--- src/hdl/panel_consts.vh ---
`ifndef PANEL_CONSTS_VH
`define PANEL_CONSTS_VH
// -----------------------------------------------------------------
// state codes
// -----------------------------------------------------------------
`define FUNC_SERVICE     4'hF
`define FUNC_SWITCH      4'h3
`define STEP_SW_TWO      4'h2
`define STEP_ADDR_ENTRY  4'h4
`define STEP_READ        4'h5
`define STEP_WRITE       4'h6
`define SEQ_FIRST        3'h0
`define SEQ_LAST         3'h4
// -----------------------------------------------------------------
// mode selector positions
// -----------------------------------------------------------------
`define MODE_STOP_STATE  3'h4
`define MODE_FUNC_BUMP   3'h5
`define MODE_STEP_BUMP   3'h6
`define MODE_PART_BUMP   3'h7
// -----------------------------------------------------------------
// display selector positions
// -----------------------------------------------------------------
`define VIEW_BASE        2'h0
`define VIEW_RELADDR     2'h1
`define VIEW_PART        2'h2
`define VIEW_STATE       2'h3
// -----------------------------------------------------------------
// register map and command bits
// -----------------------------------------------------------------
`define REG_STATE        4'h0
`define REG_RELADDR      4'h4
`define REG_CHAR         4'h8
`define REG_CMD          4'hC
`define CMD_ADV          0
`define CMD_LOAD         1
`define CMD_RST          2
// -----------------------------------------------------------------
// reset values and arithmetic constants
// -----------------------------------------------------------------
`define RELADDR_RST      16'h0000
`define CHAR_RST         6'h00
`define UNITS_RST        4'h0
`define BCD_NINE         4'h9
`define BCD_ONE          4'h1
`define W1000            14'h3E8
`define W100             14'h064
`define W10              14'h00A
`endif

--- src/hdl/panel_memory_service_access.v ---
// Summary of operation
// - upper item to address lamps, lower to data
// - auxiliary registers shown via source bus only
// - lamps lit only while processor stopped
// - load ORs data switches with source bus
// - base view gates nothing onto source bus
// - system reset forces switch step two
// - service function 1111, steps 0100/0101/0110
// - address entry count zero only advances
// - counts one to four load digits, MSD first
// - after count four go to read state
// - read state reads, shows, restores character
// - write state writes held character each press
// - address view shows relative address register
// - stop-on-state executes one state per press
// - function bump increments function counter
// - step bump increments step counter
// - partition bump increments partition counter
//
// The register addresses and register access over Avalon-MM were left to the implementer.
`timescale 1ns/1ps
`default_nettype none
`include "panel_consts.vh"
module panel_memory_service_access (
   input  wire        core_clk,         // 25 MHz clock
   input  wire        reset,            // async reset, active high
   input  wire [3:0]  avs_address,      // byte address
   input  wire        avs_read,         // read request
   input  wire        avs_write,        // write request
   input  wire [31:0] avs_writedata,    // write data
   output wire [31:0] avs_readdata,     // read data
   output wire        avs_waitrequest,  // stall
   input  wire [5:0]  dataSwitch,       // data switch pins
   input  wire [1:0]  displaySel,       // display selector pins
   input  wire [2:0]  modeSel,          // mode selector pins
   input  wire        advanceBtn,       // advance pushbutton pin
   input  wire        loadBtn,          // load pushbutton pin
   input  wire        resetBtn,         // system reset pin
   input  wire        cpuStopped,       // processor is stopped
   input  wire [15:0] baseAddr,         // processor base register
   input  wire [5:0]  auxLength,        // aux length register
   input  wire [5:0]  auxCount,         // aux counter
   input  wire [5:0]  auxExtra,         // aux extra register
   input  wire [5:0]  memRdData,        // core read data
   input  wire        memDone,          // core access complete
   output wire        memRead,          // core read request
   output wire        memWrite,         // core write request
   output wire [13:0] memAddr,          // core address
   output wire [5:0]  memWrData,        // core write data
   output wire [15:0] addrLamps,        // address lamp drivers
   output wire [5:0]  dataLamps,        // data lamp drivers
   output wire [3:0]  funcCode,         // function indicator
   output wire [3:0]  stepCode,         // step indicator
   output wire        stateStep,        // run one processor state
   output wire        sysResetOut       // power-fail style reset
);
   localparam MEM_IDLE    = 2'h0;
   localparam MEM_READ    = 2'h1;
   localparam MEM_RESTORE = 2'h2;
   localparam MEM_WRITE   = 2'h3;

   // -----------------------------------------------------------------
   // declarations
   // -----------------------------------------------------------------
   reg  [5:0]  swA_q,  swB_q;
   reg  [1:0]  selA_q, selB_q;
   reg  [2:0]  modA_q, modB_q;
   reg  [3:0]  func_q;
   reg  [3:0]  step_q;
   reg  [2:0]  seq_q;
   reg         partTens_q;
   reg  [3:0]  partUnits_q;
   reg  [15:0] relAddr_q;
   reg  [5:0]  charPair_q;
   reg  [1:0]  memState_q;
   reg         memRead_q;
   reg         memWrite_q;
   reg  [13:0] memAddr_q;
   reg  [5:0]  memWrData_q;
   reg  [15:0] addrLamps_q;
   reg  [5:0]  dataLamps_q;
   reg         stateStep_q;
   reg         sysReset_q;
   reg  [31:0] rdData_q;
   reg         waitReq_q;
   reg  [2:0]  softCmd_q;
   reg  [5:0]  srcBus;
   reg  [15:0] resultBus;
   reg  [31:0] rdMux;
   wire [2:0]  btnRaw;
   wire [2:0]  btnPulse;
   wire        advPulse;
   wire        loadPulse;
   wire        rstPulse;
   wire        busy;
   wire [13:0] linAddr;
   wire        regWrite;

   // -----------------------------------------------------------------
   // pushbuttons and switches
   // -----------------------------------------------------------------
   assign btnRaw = {resetBtn, loadBtn, advanceBtn};

   genvar g;
   generate
      for (g = 0; g < 3; g = g + 1) begin : gBtn
         panel_button_pulse uPulse (
            .core_clk   (core_clk),
            .reset      (reset),
            .rawPress   (btnRaw[g]),
            .pressPulse (btnPulse[g])
         );
      end
   endgenerate

   assign advPulse  = btnPulse[`CMD_ADV]  | softCmd_q[`CMD_ADV];
   assign loadPulse = btnPulse[`CMD_LOAD] | softCmd_q[`CMD_LOAD];
   assign rstPulse  = btnPulse[`CMD_RST]  | softCmd_q[`CMD_RST];
   assign busy      = (memState_q != MEM_IDLE);

   always @(posedge core_clk or posedge reset) begin
      if (reset) begin
         swA_q  <= 6'h00;
         swB_q  <= 6'h00;
         selA_q <= `VIEW_BASE;
         selB_q <= `VIEW_BASE;
         modA_q <= 3'h0;
         modB_q <= 3'h0;
      end else begin
         swA_q  <= dataSwitch;
         swB_q  <= swA_q;
         selA_q <= displaySel;
         selB_q <= selA_q;
         modA_q <= modeSel;
         modB_q <= modA_q;
      end
   end

   // -----------------------------------------------------------------
   // display buses
   // -----------------------------------------------------------------
   always @* begin
      srcBus    = 6'h00;
      resultBus = baseAddr;
      case (selB_q)
         `VIEW_BASE: begin
            srcBus    = 6'h00;
            resultBus = baseAddr;
         end
         `VIEW_RELADDR: begin
            srcBus    = auxLength;
            resultBus = relAddr_q;
         end
         `VIEW_PART: begin
            srcBus    = auxCount;
            resultBus = {3'h0, partTens_q, partUnits_q, 8'h00};
         end
         `VIEW_STATE: begin
            srcBus    = auxExtra;
            resultBus = {1'b0, seq_q, 4'h0, func_q, step_q};
         end
         default: begin
            srcBus    = 6'h00;
            resultBus = baseAddr;
         end
      endcase
   end

   // -----------------------------------------------------------------
   // core address from the four BCD digits
   // -----------------------------------------------------------------
   assign linAddr = {10'h000, relAddr_q[15:12]} * `W1000
                  + {10'h000, relAddr_q[11:8]}  * `W100
                  + {10'h000, relAddr_q[7:4]}   * `W10
                  + {10'h000, relAddr_q[3:0]};

   function [15:0] bcdInc;
      input [15:0] v;
      integer i;
      reg     c;
      begin
         bcdInc = v;
         c      = 1'b1;
         for (i = 0; i < 4; i = i + 1) begin
            if (c) begin
               if (v[i*4 +: 4] == `BCD_NINE) begin
                  bcdInc[i*4 +: 4] = 4'h0;
               end else begin
                  bcdInc[i*4 +: 4] = v[i*4 +: 4] + `BCD_ONE;
                  c = 1'b0;
               end
            end
         end
      end
   endfunction

   // -----------------------------------------------------------------
   // panel state, counters and core service
   // -----------------------------------------------------------------
   always @(posedge core_clk or posedge reset) begin
      if (reset) begin
         func_q      <= `FUNC_SWITCH;
         step_q      <= `STEP_SW_TWO;
         seq_q       <= `SEQ_FIRST;
         partTens_q  <= 1'b0;
         partUnits_q <= `UNITS_RST;
         relAddr_q   <= `RELADDR_RST;
         charPair_q  <= `CHAR_RST;
         memState_q  <= MEM_IDLE;
         memRead_q   <= 1'b0;
         memWrite_q  <= 1'b0;
         memAddr_q   <= 14'h0000;
         memWrData_q <= `CHAR_RST;
         stateStep_q <= 1'b0;
         sysReset_q  <= 1'b0;
      end else if (rstPulse) begin
         func_q      <= `FUNC_SWITCH;
         step_q      <= `STEP_SW_TWO;
         seq_q       <= `SEQ_FIRST;
         partTens_q  <= 1'b0;
         partUnits_q <= `UNITS_RST;
         relAddr_q   <= `RELADDR_RST;
         charPair_q  <= `CHAR_RST;
         memState_q  <= MEM_IDLE;
         memRead_q   <= 1'b0;
         memWrite_q  <= 1'b0;
         stateStep_q <= 1'b0;
         sysReset_q  <= 1'b1;
      end else begin
         stateStep_q <= 1'b0;
         sysReset_q  <= 1'b0;
         if (loadPulse && !busy) begin
            charPair_q <= swB_q | srcBus;
         end
         case (memState_q)
            MEM_IDLE: begin
               if (advPulse) begin
                  case (modB_q)
                     `MODE_FUNC_BUMP: begin
                        func_q <= func_q + 4'h1;
                     end
                     `MODE_STEP_BUMP: begin
                        step_q <= step_q + 4'h1;
                        seq_q  <= `SEQ_FIRST;
                     end
                     `MODE_PART_BUMP: begin
                        if (partUnits_q == `BCD_NINE) begin
                           partUnits_q <= 4'h0;
                           partTens_q  <= ~partTens_q;
                        end else begin
                           partUnits_q <= partUnits_q + `BCD_ONE;
                        end
                     end
                     `MODE_STOP_STATE: begin
                        if (func_q == `FUNC_SERVICE &&
                            step_q == `STEP_ADDR_ENTRY) begin
                           case (seq_q)
                              3'h1: relAddr_q[15:12] <= charPair_q[3:0];
                              3'h2: relAddr_q[11:8]  <= charPair_q[3:0];
                              3'h3: relAddr_q[7:4]   <= charPair_q[3:0];
                              3'h4: relAddr_q[3:0]   <= charPair_q[3:0];
                              default: ;
                           endcase
                           if (seq_q == `SEQ_LAST) begin
                              step_q <= `STEP_READ;
                              seq_q  <= `SEQ_FIRST;
                           end else begin
                              seq_q <= seq_q + 3'h1;
                           end
                        end else if (func_q == `FUNC_SERVICE &&
                                     step_q == `STEP_READ) begin
                           memAddr_q  <= linAddr;
                           memRead_q  <= 1'b1;
                           memState_q <= MEM_READ;
                        end else if (func_q == `FUNC_SERVICE &&
                                     step_q == `STEP_WRITE) begin
                           memAddr_q   <= linAddr;
                           memWrData_q <= charPair_q;
                           memWrite_q  <= 1'b1;
                           memState_q  <= MEM_WRITE;
                        end else begin
                           stateStep_q <= 1'b1;
                        end
                     end
                     default: ;
                  endcase
               end
            end
            MEM_READ: begin
               if (memDone) begin
                  memRead_q   <= 1'b0;
                  charPair_q  <= memRdData;
                  memWrData_q <= memRdData;
                  memWrite_q  <= 1'b1;
                  memState_q  <= MEM_RESTORE;
               end
            end
            MEM_RESTORE, MEM_WRITE: begin
               if (memDone) begin
                  memWrite_q <= 1'b0;
                  relAddr_q  <= bcdInc(relAddr_q);
                  memState_q <= MEM_IDLE;
               end
            end
            default: memState_q <= MEM_IDLE;
         endcase
      end
   end

   // -----------------------------------------------------------------
   // lamps
   // -----------------------------------------------------------------
   always @(posedge core_clk or posedge reset) begin
      if (reset) begin
         addrLamps_q <= 16'h0000;
         dataLamps_q <= 6'h00;
      end else if (cpuStopped) begin
         addrLamps_q <= resultBus;
         dataLamps_q <= (selB_q == `VIEW_BASE) ? charPair_q : srcBus;
      end else begin
         addrLamps_q <= 16'h0000;
         dataLamps_q <= 6'h00;
      end
   end

   // -----------------------------------------------------------------
   // register bus slave
   // -----------------------------------------------------------------
   assign regWrite = avs_write & ~waitReq_q;

   always @* begin
      rdMux = 32'h00000000;
      case (avs_address)
         `REG_STATE:   rdMux = {15'h0000, busy, partTens_q, partUnits_q,
                                seq_q, func_q, step_q};
         `REG_RELADDR: rdMux = {16'h0000, relAddr_q};
         `REG_CHAR:    rdMux = {26'h0000000, charPair_q};
         default:      rdMux = 32'h00000000;
      endcase
   end

   always @(posedge core_clk or posedge reset) begin
      if (reset) begin
         waitReq_q <= 1'b1;
         rdData_q  <= 32'h00000000;
         softCmd_q <= 3'h0;
      end else begin
         softCmd_q <= 3'h0;
         if ((avs_read | avs_write) && waitReq_q) begin
            waitReq_q <= 1'b0;
            rdData_q  <= avs_read ? rdMux : 32'h00000000;
         end else begin
            waitReq_q <= 1'b1;
         end
         if (regWrite && avs_address == `REG_CMD) begin
            softCmd_q <= avs_writedata[2:0];
         end
      end
   end

   assign avs_readdata    = rdData_q;
   assign avs_waitrequest = waitReq_q;
   assign memRead         = memRead_q;
   assign memWrite        = memWrite_q;
   assign memAddr         = memAddr_q;
   assign memWrData       = memWrData_q;
   assign addrLamps       = addrLamps_q;
   assign dataLamps       = dataLamps_q;
   assign funcCode        = func_q;
   assign stepCode        = step_q;
   assign stateStep       = stateStep_q;
   assign sysResetOut     = sysReset_q;
endmodule // panel_memory_service_access
`default_nettype wire

--- src/hdl/panel_button_pulse.v ---
`timescale 1ns/1ps
`default_nettype none
module panel_button_pulse (
   input  wire core_clk,   // clock
   input  wire reset,      // async reset, active high
   input  wire rawPress,   // pushbutton level from the pin
   output wire pressPulse  // one clock per press
);
   reg syncA_q;
   reg syncB_q;
   reg last_q;
   reg pulse_q;

   always @(posedge core_clk or posedge reset) begin
      if (reset) begin
         syncA_q <= 1'b0;
         syncB_q <= 1'b0;
         last_q  <= 1'b0;
         pulse_q <= 1'b0;
      end else begin
         syncA_q <= rawPress;
         syncB_q <= syncA_q;
         last_q  <= syncB_q;
         pulse_q <= syncB_q & ~last_q;
      end
   end

   assign pressPulse = pulse_q;
endmodule // panel_button_pulse
`default_nettype wire

--- config.mk ---
export PLATFORM = sky130hd
export DESIGN_NAME = panel_memory_service_access
export DESIGN_NICKNAME = d
export VERILOG_FILES = /design/src/hdl/panel_memory_service_access.v /design/src/hdl/panel_button_pulse.v
export VERILOG_INCLUDE_DIRS = /design/src /design/src/hdl
export SDC_FILE = /design/constraint.sdc
export NUM_CORES = 1
export LEC_CHECK = 0
export BUFFER_PORTS_ARGS = -buffer_cell sky130_fd_sc_hd__clkbuf_2
export CAP_MARGIN = 15
export CORE_MARGIN = 2
export CORE_UTILIZATION = 31
export CTS_CLUSTER_SIZE = 24
export DETAILED_ROUTE_END_ITERATION = 10
export MAX_ROUTING_LAYER = met4
export PLACE_DENSITY = 0.48
export SETUP_SLACK_MARGIN = 0.4
export SLEW_MARGIN = 15
export SYNTH_ARGS = -nofsm -noshare
export SYNTH_HDL_FRONTEND = slang
export SYNTH_HIERARCHICAL = 1
export SYNTH_SLANG_ARGS = --single-unit
--- constraint.sdc ---
create_clock -name core_clk -period 5.36 [get_ports core_clk]
set_clock_uncertainty 0.15 [all_clocks]
set_input_delay 1.34 -clock core_clk [delete_from_list [all_inputs] [get_ports core_clk]]
set_output_delay 1.34 -clock core_clk [all_outputs]
set_load 0.01 [all_outputs]
==> impl_metrics.tcl, run 1 <==
set metrics [dict create \
    status "finished, final reports clean" \
    synth_top_cell_by_area "dfrtp_1" \
    hold_path.class "flop to flop" \
    peakVddDrop_uv 477 \
    synth-seq-cells 141 \
    crit_top_cell "ha_1" \
    die_w_um 168 \
    pin_count 183 \
    place_area_mm2 0.00931 \
    p_comb_frac 0.521 \
    netlist.area_leader.share 0.413 \
    worst_slew_pin_slew_ps 1030 \
    dr.pass1.iters 5 \
    max_freq_mhz 213 \
    rsz0062_at_grt "no" \
    vias_per_cell 4.97 \
    start_util 0.317 \
    htree_levels 4 \
    ant_nets 0 \
    ys_top_cells_by_count "dfrtp_1 (137), nand2_1 (83), ha_1 (69)" \
    p_leak_uw 0.00476 \
    p_per_area_mw_per_mm2 505 \
    dpl.hpwl_mm 17.3 \
    drv_cap 0 \
    n_antenna_cell 0 \
    first_iter_violations 572 \
    cp_slowest_stage_delay_ps 630 \
    worst_slew_margin_rel 0.314 \
    row_count 59 \
    rr_worst_depth 16 \
    cts-root-buf "clkbuf_16" \
    die_area_mm2 0.0281 \
    report.final.slew_viol_count 0 \
    hold_viol_final 0 \
    ys_warn_count 6 \
    wl_mm 23.2 \
    grt_use_met2 0.247 \
    yosys_most_used_dff "dfrtp_1" \
    clk_latency_ps 430 \
    clockPowerShare 0.227 \
    io_buffers 138 \
    syn_area_mm2 0.00831 \
    synthCells 837 \
    clk_path_buf_depth 2 \
    switchingPower_uw 2140 \
    fin_nets 1157 \
    ys_types 71 \
    p_total_uw 5000 \
    yosys.cell_count.top_type "dfrtp_1" \
    grt_max_degree 70 \
    cp_max_fo 11 \
    gp_congestion 0.829 \
    ys_top_cells_by_area "dfrtp_1 (41%), ha_1 (10%), fa_1 (4.1%)" \
    cp-start-kind "flop" \
    use_met1 0.251 \
    wl_per_cell_um 17.5 \
    layout-drive-gt1-share 0.218 \
    setup.worst_path.class "flop to flop" \
    grtUsageMet3 0.0321 \
    crit_path_end_kind "flop" \
    cts_tree "built" \
    avgSynthCellArea_um2 9.92 \
    antenna_found_initial 0 \
    holdWs_ps 192 \
    arrival_ps 4890 \
    cp.required_ps 5560 \
    slowest_stage "fa_2" \
    fin_tns_setup_ps 0 \
    grt_pass1_wl_mm 36.4 \
    drc 0 \
    fin_crit_sh 0.875 \
    core_area_mm2 0.0262 \
    top_usage_layer "met1" \
    finalInstanceArea_mm2 0.00989 \
    setup_viol 0 \
    path_cells "fa_2, fa_1, ha_1, a21oi_1, nor2_1, nor2_1, xnor2_1, ha_1, ha_1, ha_1, a21o_1, a2111o_1, o311ai_0, a311oi_1, xor2_1, o21ai_1" \
    cts_sinks 141 \
    clkTransAtPathRegs_ps 70 \
    vias 6579 \
    seq_area_frac_synth 0.425 \
    synth_edf_count 0 \
    cts-buffers-inserted 17 \
    intPower_uw 2860 \
    post-route-min-period_ps 4690 \
    holdPathStages 0 \
    first_global_vias 6331 \
    areaGrowthSynthToFinish_pct 19.1 \
    grt_overflow 0 \
    dieHeight_um 168 \
    swShare 0.428 \
    async_reset_ff_frac 1.00 \
    grt_usage 0.173 \
    seqPwrFrac 0.252 \
]
[critical path: cells and delay by family (launching register included)]
family                   cells  cell delay [ps]
adder cells (fa/ha/maj)      6             2310
XOR/XNOR                     2              340
flip-flops                   1              500
AND/OR/NAND/NOR              2              200
AO/OA/AOI/OAI                6             1110
[flip-flops by register name, indices dropped and copies added (netlist names), 4 cells and up]
signal        cells
avs_readdata     17
addrLamps        16
relAddr_q        16
memAddr          14
charPair_q        6
dataLamps         6
memWrData         6
swA_q             6
swB_q             6
funcCode          4
partUnits_q       4
stepCode          4
[logic make-up (layout without fill, tap and decap cells)]
| logic type | after synthesis | count (layout) | share of synthesized area |
|---|---|---|---|
| buf+inv | 104 | 241 | 0.0556 |
| simple gates | 224 | 224 | 0.134 |
| compound gates | 215 | 215 | 0.161 |
| xor+xnor | 24 | 24 | 0.0253 |
| mux | 42 | 42 | 0.0536 |
| fa+ha+maj | 86 | 86 | 0.145 |
| flops | 141 | 141 | 0.425 |
| other cells | 1 | 15 | 0.000451 |
[layout make-up]
cell class / instances / area [um2]
fill: 2621 / 16300
multi-input combinational: 606 / 4370
sequential: 141 / 3540
timing repair buffer: 153 / 803
clock buffer: 18 / 429
tap: 335 / 419
inverter: 56 / 215
clock inverter: 14 / 124
[placed cells by master (no fill, tap or decap), types with 5 or more instances in the layout]
cell,instances
nor3_1,9
nor2_1,49
a21oi_1,53
clkbuf_16,17
a21o_1,12
mux2_2,6
mux2i_1,31
o21ai_0,65
a22oi_1,12
fa_1,16
inv_6,5
clkbuf_2,138
dfrtp_1,135
nand2_1,83
nand3_1,10
xnor2_1,14
o21ai_1,12
buf_4,15
a31oi_1,15
inv_1,53
nor2b_1,16
ha_1,69
and2_1,19
xor2_1,10
conb_1,15
[metal layers]
layer / wire [um] / vias to the layer above / share of wire
li1: - / 3177 / -
met1: 11800 / 3230 / 0.51
met2: 10300 / 157 / 0.44
met3: 913 / 15 / 0.039
met4: 242 / 0 / 0.010
met5: 0 / - / 0
[power groups by stage]
stage	logic, uW	registers [uW]	clock network [uW]
6_report	2610	1260	1130
3_3_place_gp	2620	1280	0
2_1_floorplan	2030	1240	0
5_1_grt	3010	1270	1220
3_5_place_dp	2600	1280	0
4_1_cts	2640	1260	1170
[what timing repair did]
| action | in CTS | in global routing |
|---|---|---|
| resized for setup | 0 | 3 |
| setup buffers | 0 | 4 |
| endpoints found under the setup margin | 0 | 1 |
| hold buffers | 0 | 0 |
[worst paths after layout]
path / startpoint / to / slack [ps]
worst max-delay path: relAddr_q[13] / memAddr[13] / 670
worst min-delay path: swA_q[2] / swB_q[2] / 190
worst max register to register: relAddr_q[13] / memAddr[13] / 670
worst min register to register: swA_q[2] / swB_q[2] / 190
max in group asynchronous: reset / stepCode[1] / 3060
min in group asynchronous: reset / gBtn[1].uPulse/syncA_q / 700
[stage by stage]
stage                     utilization  std cells  setup WS, ps
final                           0.378       1323           668
after global routing            0.378       1323           405
after CTS                       0.376       1319           489
after detailed placement        0.355       1287           516
after global placement          0.355       1287           536
after floorplan                     -        851           436
Power figures use the tool's default switching activity.
==> inputs of run 2 (changes only) <==
Settings changed: CELL_PAD_IN_SITES_DETAIL_PLACEMENT from default to 1, CELL_PAD_IN_SITES_GLOBAL_PLACEMENT from default to 2, PLACE_DENSITY 0.48 to 0.71, SKIP_CTS_REPAIR_TIMING from default to 1.
==> impl_metrics.tcl, run 2 (synthesis gave the netlist of run 1 again) <==
set metrics [dict create \
    start_util 0.317 \
    path_cells "fa_2, fa_1, ha_1, a21oi_1, nor2_1, nor2_2, xnor2_1, ha_1, ha_1, ha_4, a21o_1, a2111o_1, o311ai_0, a311oi_1, xor2_1, o21ai_1" \
    fin_crit_sh 0.863 \
    clk_latency_ps 430 \
    crit_path_end_kind "flop" \
    io_buffers 138 \
    slowest_stage "fa_2" \
    rsz0062_at_grt "no" \
    dieHeight_um 168 \
    p_per_area_mw_per_mm2 534 \
    holdPathStages 0 \
    die_area_mm2 0.0281 \
    cts_tree "built" \
    htree_levels 4 \
    intPower_uw 3090 \
    wl_mm 24.8 \
    peakVddDrop_uv 464 \
    arrival_ps 4820 \
    dr.pass1.iters 5 \
    cp-start-kind "flop" \
    dpl.hpwl_mm 18.4 \
    grt_usage 0.184 \
    switchingPower_uw 2240 \
    nFillCells 3022 \
    drv_cap 0 \
    vias_per_cell 5.00 \
    cp.depth 16 \
    worst_slew_pin_slew_ps 1070 \
    cp_slowest_stage_delay_ps 620 \
    ant_nets 0 \
    drc 0 \
    fin_util 0.381 \
    critPathTopFamily "adder cells" \
    seqPwrFrac 0.236 \
    hold_end "gBtn[0].uPulse/syncB_q" \
    final_common_cell "clkbuf_2" \
    layout-drive-gt1-share 0.221 \
    swShare 0.420 \
    rrSetupSlack_ps 730 \
    rr_worst_depth 16 \
    cp_num_buf_inv 0 \
    r2r_start "relAddr_q[14]" \
    row_count 59 \
    worst_slew_margin_rel 0.288 \
    grt_max_degree 85 \
    hold_viol_final 0 \
    cp.required_ps 5560 \
    place_area_mm2 0.00930 \
    max_freq_mhz 216 \
    first_iter_violations 438 \
    mostFrequentLayoutCells "clkbuf_2 (139), dfrtp_1 (135), nand2_1 (83)" \
    clk_path_buf_depth 2 \
    worstReg2RegEnd "memAddr[13]" \
    die_w_um 168 \
    gp_congestion 0.820 \
    cts-buffers-inserted 17 \
    holdWs_ps 199 \
    pin_count 183 \
    clockPowerShare 0.236 \
    largest_reg_flops 17 \
    report.final.slew_viol_count 0 \
    finalInstanceArea_mm2 0.00999 \
    core_area_mm2 0.0262 \
    grt_pass1_wl_mm 38.8 \
    crit_top_cell "ha_1" \
    n_antenna_cell 0 \
    areaGrowthSynthToFinish_pct 20.2 \
    clkTransAtPathRegs_ps 70 \
    cp_max_fo 8 \
    post-route-min-period_ps 4630 \
    grt_overflow 0 \
    min_from "gBtn[0].uPulse/syncA_q" \
    p_leak_uw 0.00481 \
    fin_tns_setup_ps 0 \
    vias 6631 \
    setup_viol 0 \
    first_global_vias 6717 \
    p_comb_frac 0.528 \
    wl_per_cell_um 18.7 \
    cts-root-buf "clkbuf_16" \
    antenna_found_initial 0 \
    status "finished, final reports clean" \
    hold_path.class "flop to flop" \
    fin_nets 1159 \
    cts_sinks 141 \
    setup.worst_path.class "flop to flop" \
]
-- run 2: changes by cell type in the layout (fill, tap and decap cells not counted), moves of 2 or more --
cell,delta
bufinv_16,+3
clkinvlp_4,-3
clkinv_2,+2
inv_8,-2
-- run 2: worst max-delay path by stage --
stage / endpoint / slack [ps] / from
2_1_floorplan: addrLamps[0] / 440 / reset
5_1_grt: memAddr[13] / 460 / relAddr_q[14]
6_report: memAddr[13] / 730 / relAddr_q[14]
3_3_place_gp: memAddr[13] / 510 / relAddr_q[13]
4_1_cts: memAddr[13] / 400 / relAddr_q[13]
3_5_place_dp: memAddr[13] / 450 / relAddr_q[13]
-- run 2: layout make-up --
type | count | area [um2] | area share
inverter | 56 | 215 | 0.0215
multi-input combinational | 606 | 4380 | 0.439
clock buffer | 18 | 429 | 0.0430
sequential | 141 | 3540 | 0.354
tap | 335 | 419 | 0.0420
clock inverter | 14 | 179 | 0.0179
timing repair buffer | 155 | 828 | 0.0829
-- run 2: power by group through the flow --
stage	clock, uW	combinational (uW)	sequential, uW
after floorplan	0	2030	1240
after global placement	0	2640	1280
after detailed placement	0	2670	1290
after CTS	1290	2710	1270
after global routing	1330	3220	1270
final	1260	2820	1260
-- run 2: metal layers --
layer	wire (um)	global-route usage	up-vias
li1	-	-	3175
met1	12500	0.265	3297
met2	11100	0.267	140
met3	753	0.0269	19
met4	361	0.0541	0
met5	0	-	-
-- run 2: metrics by stage --
| step | std cells | power, uW | setup WS [ps] |
|---|---|---|---|
| finish | 1325 | 5330 | 734 |
| global route | 1325 | 5820 | 463 |
| CTS | 1317 | 5260 | 399 |
| detailed placement | 1285 | 3950 | 453 |
| global placement | 1285 | 3930 | 507 |
| floorplan | 851 | 3270 | 436 |
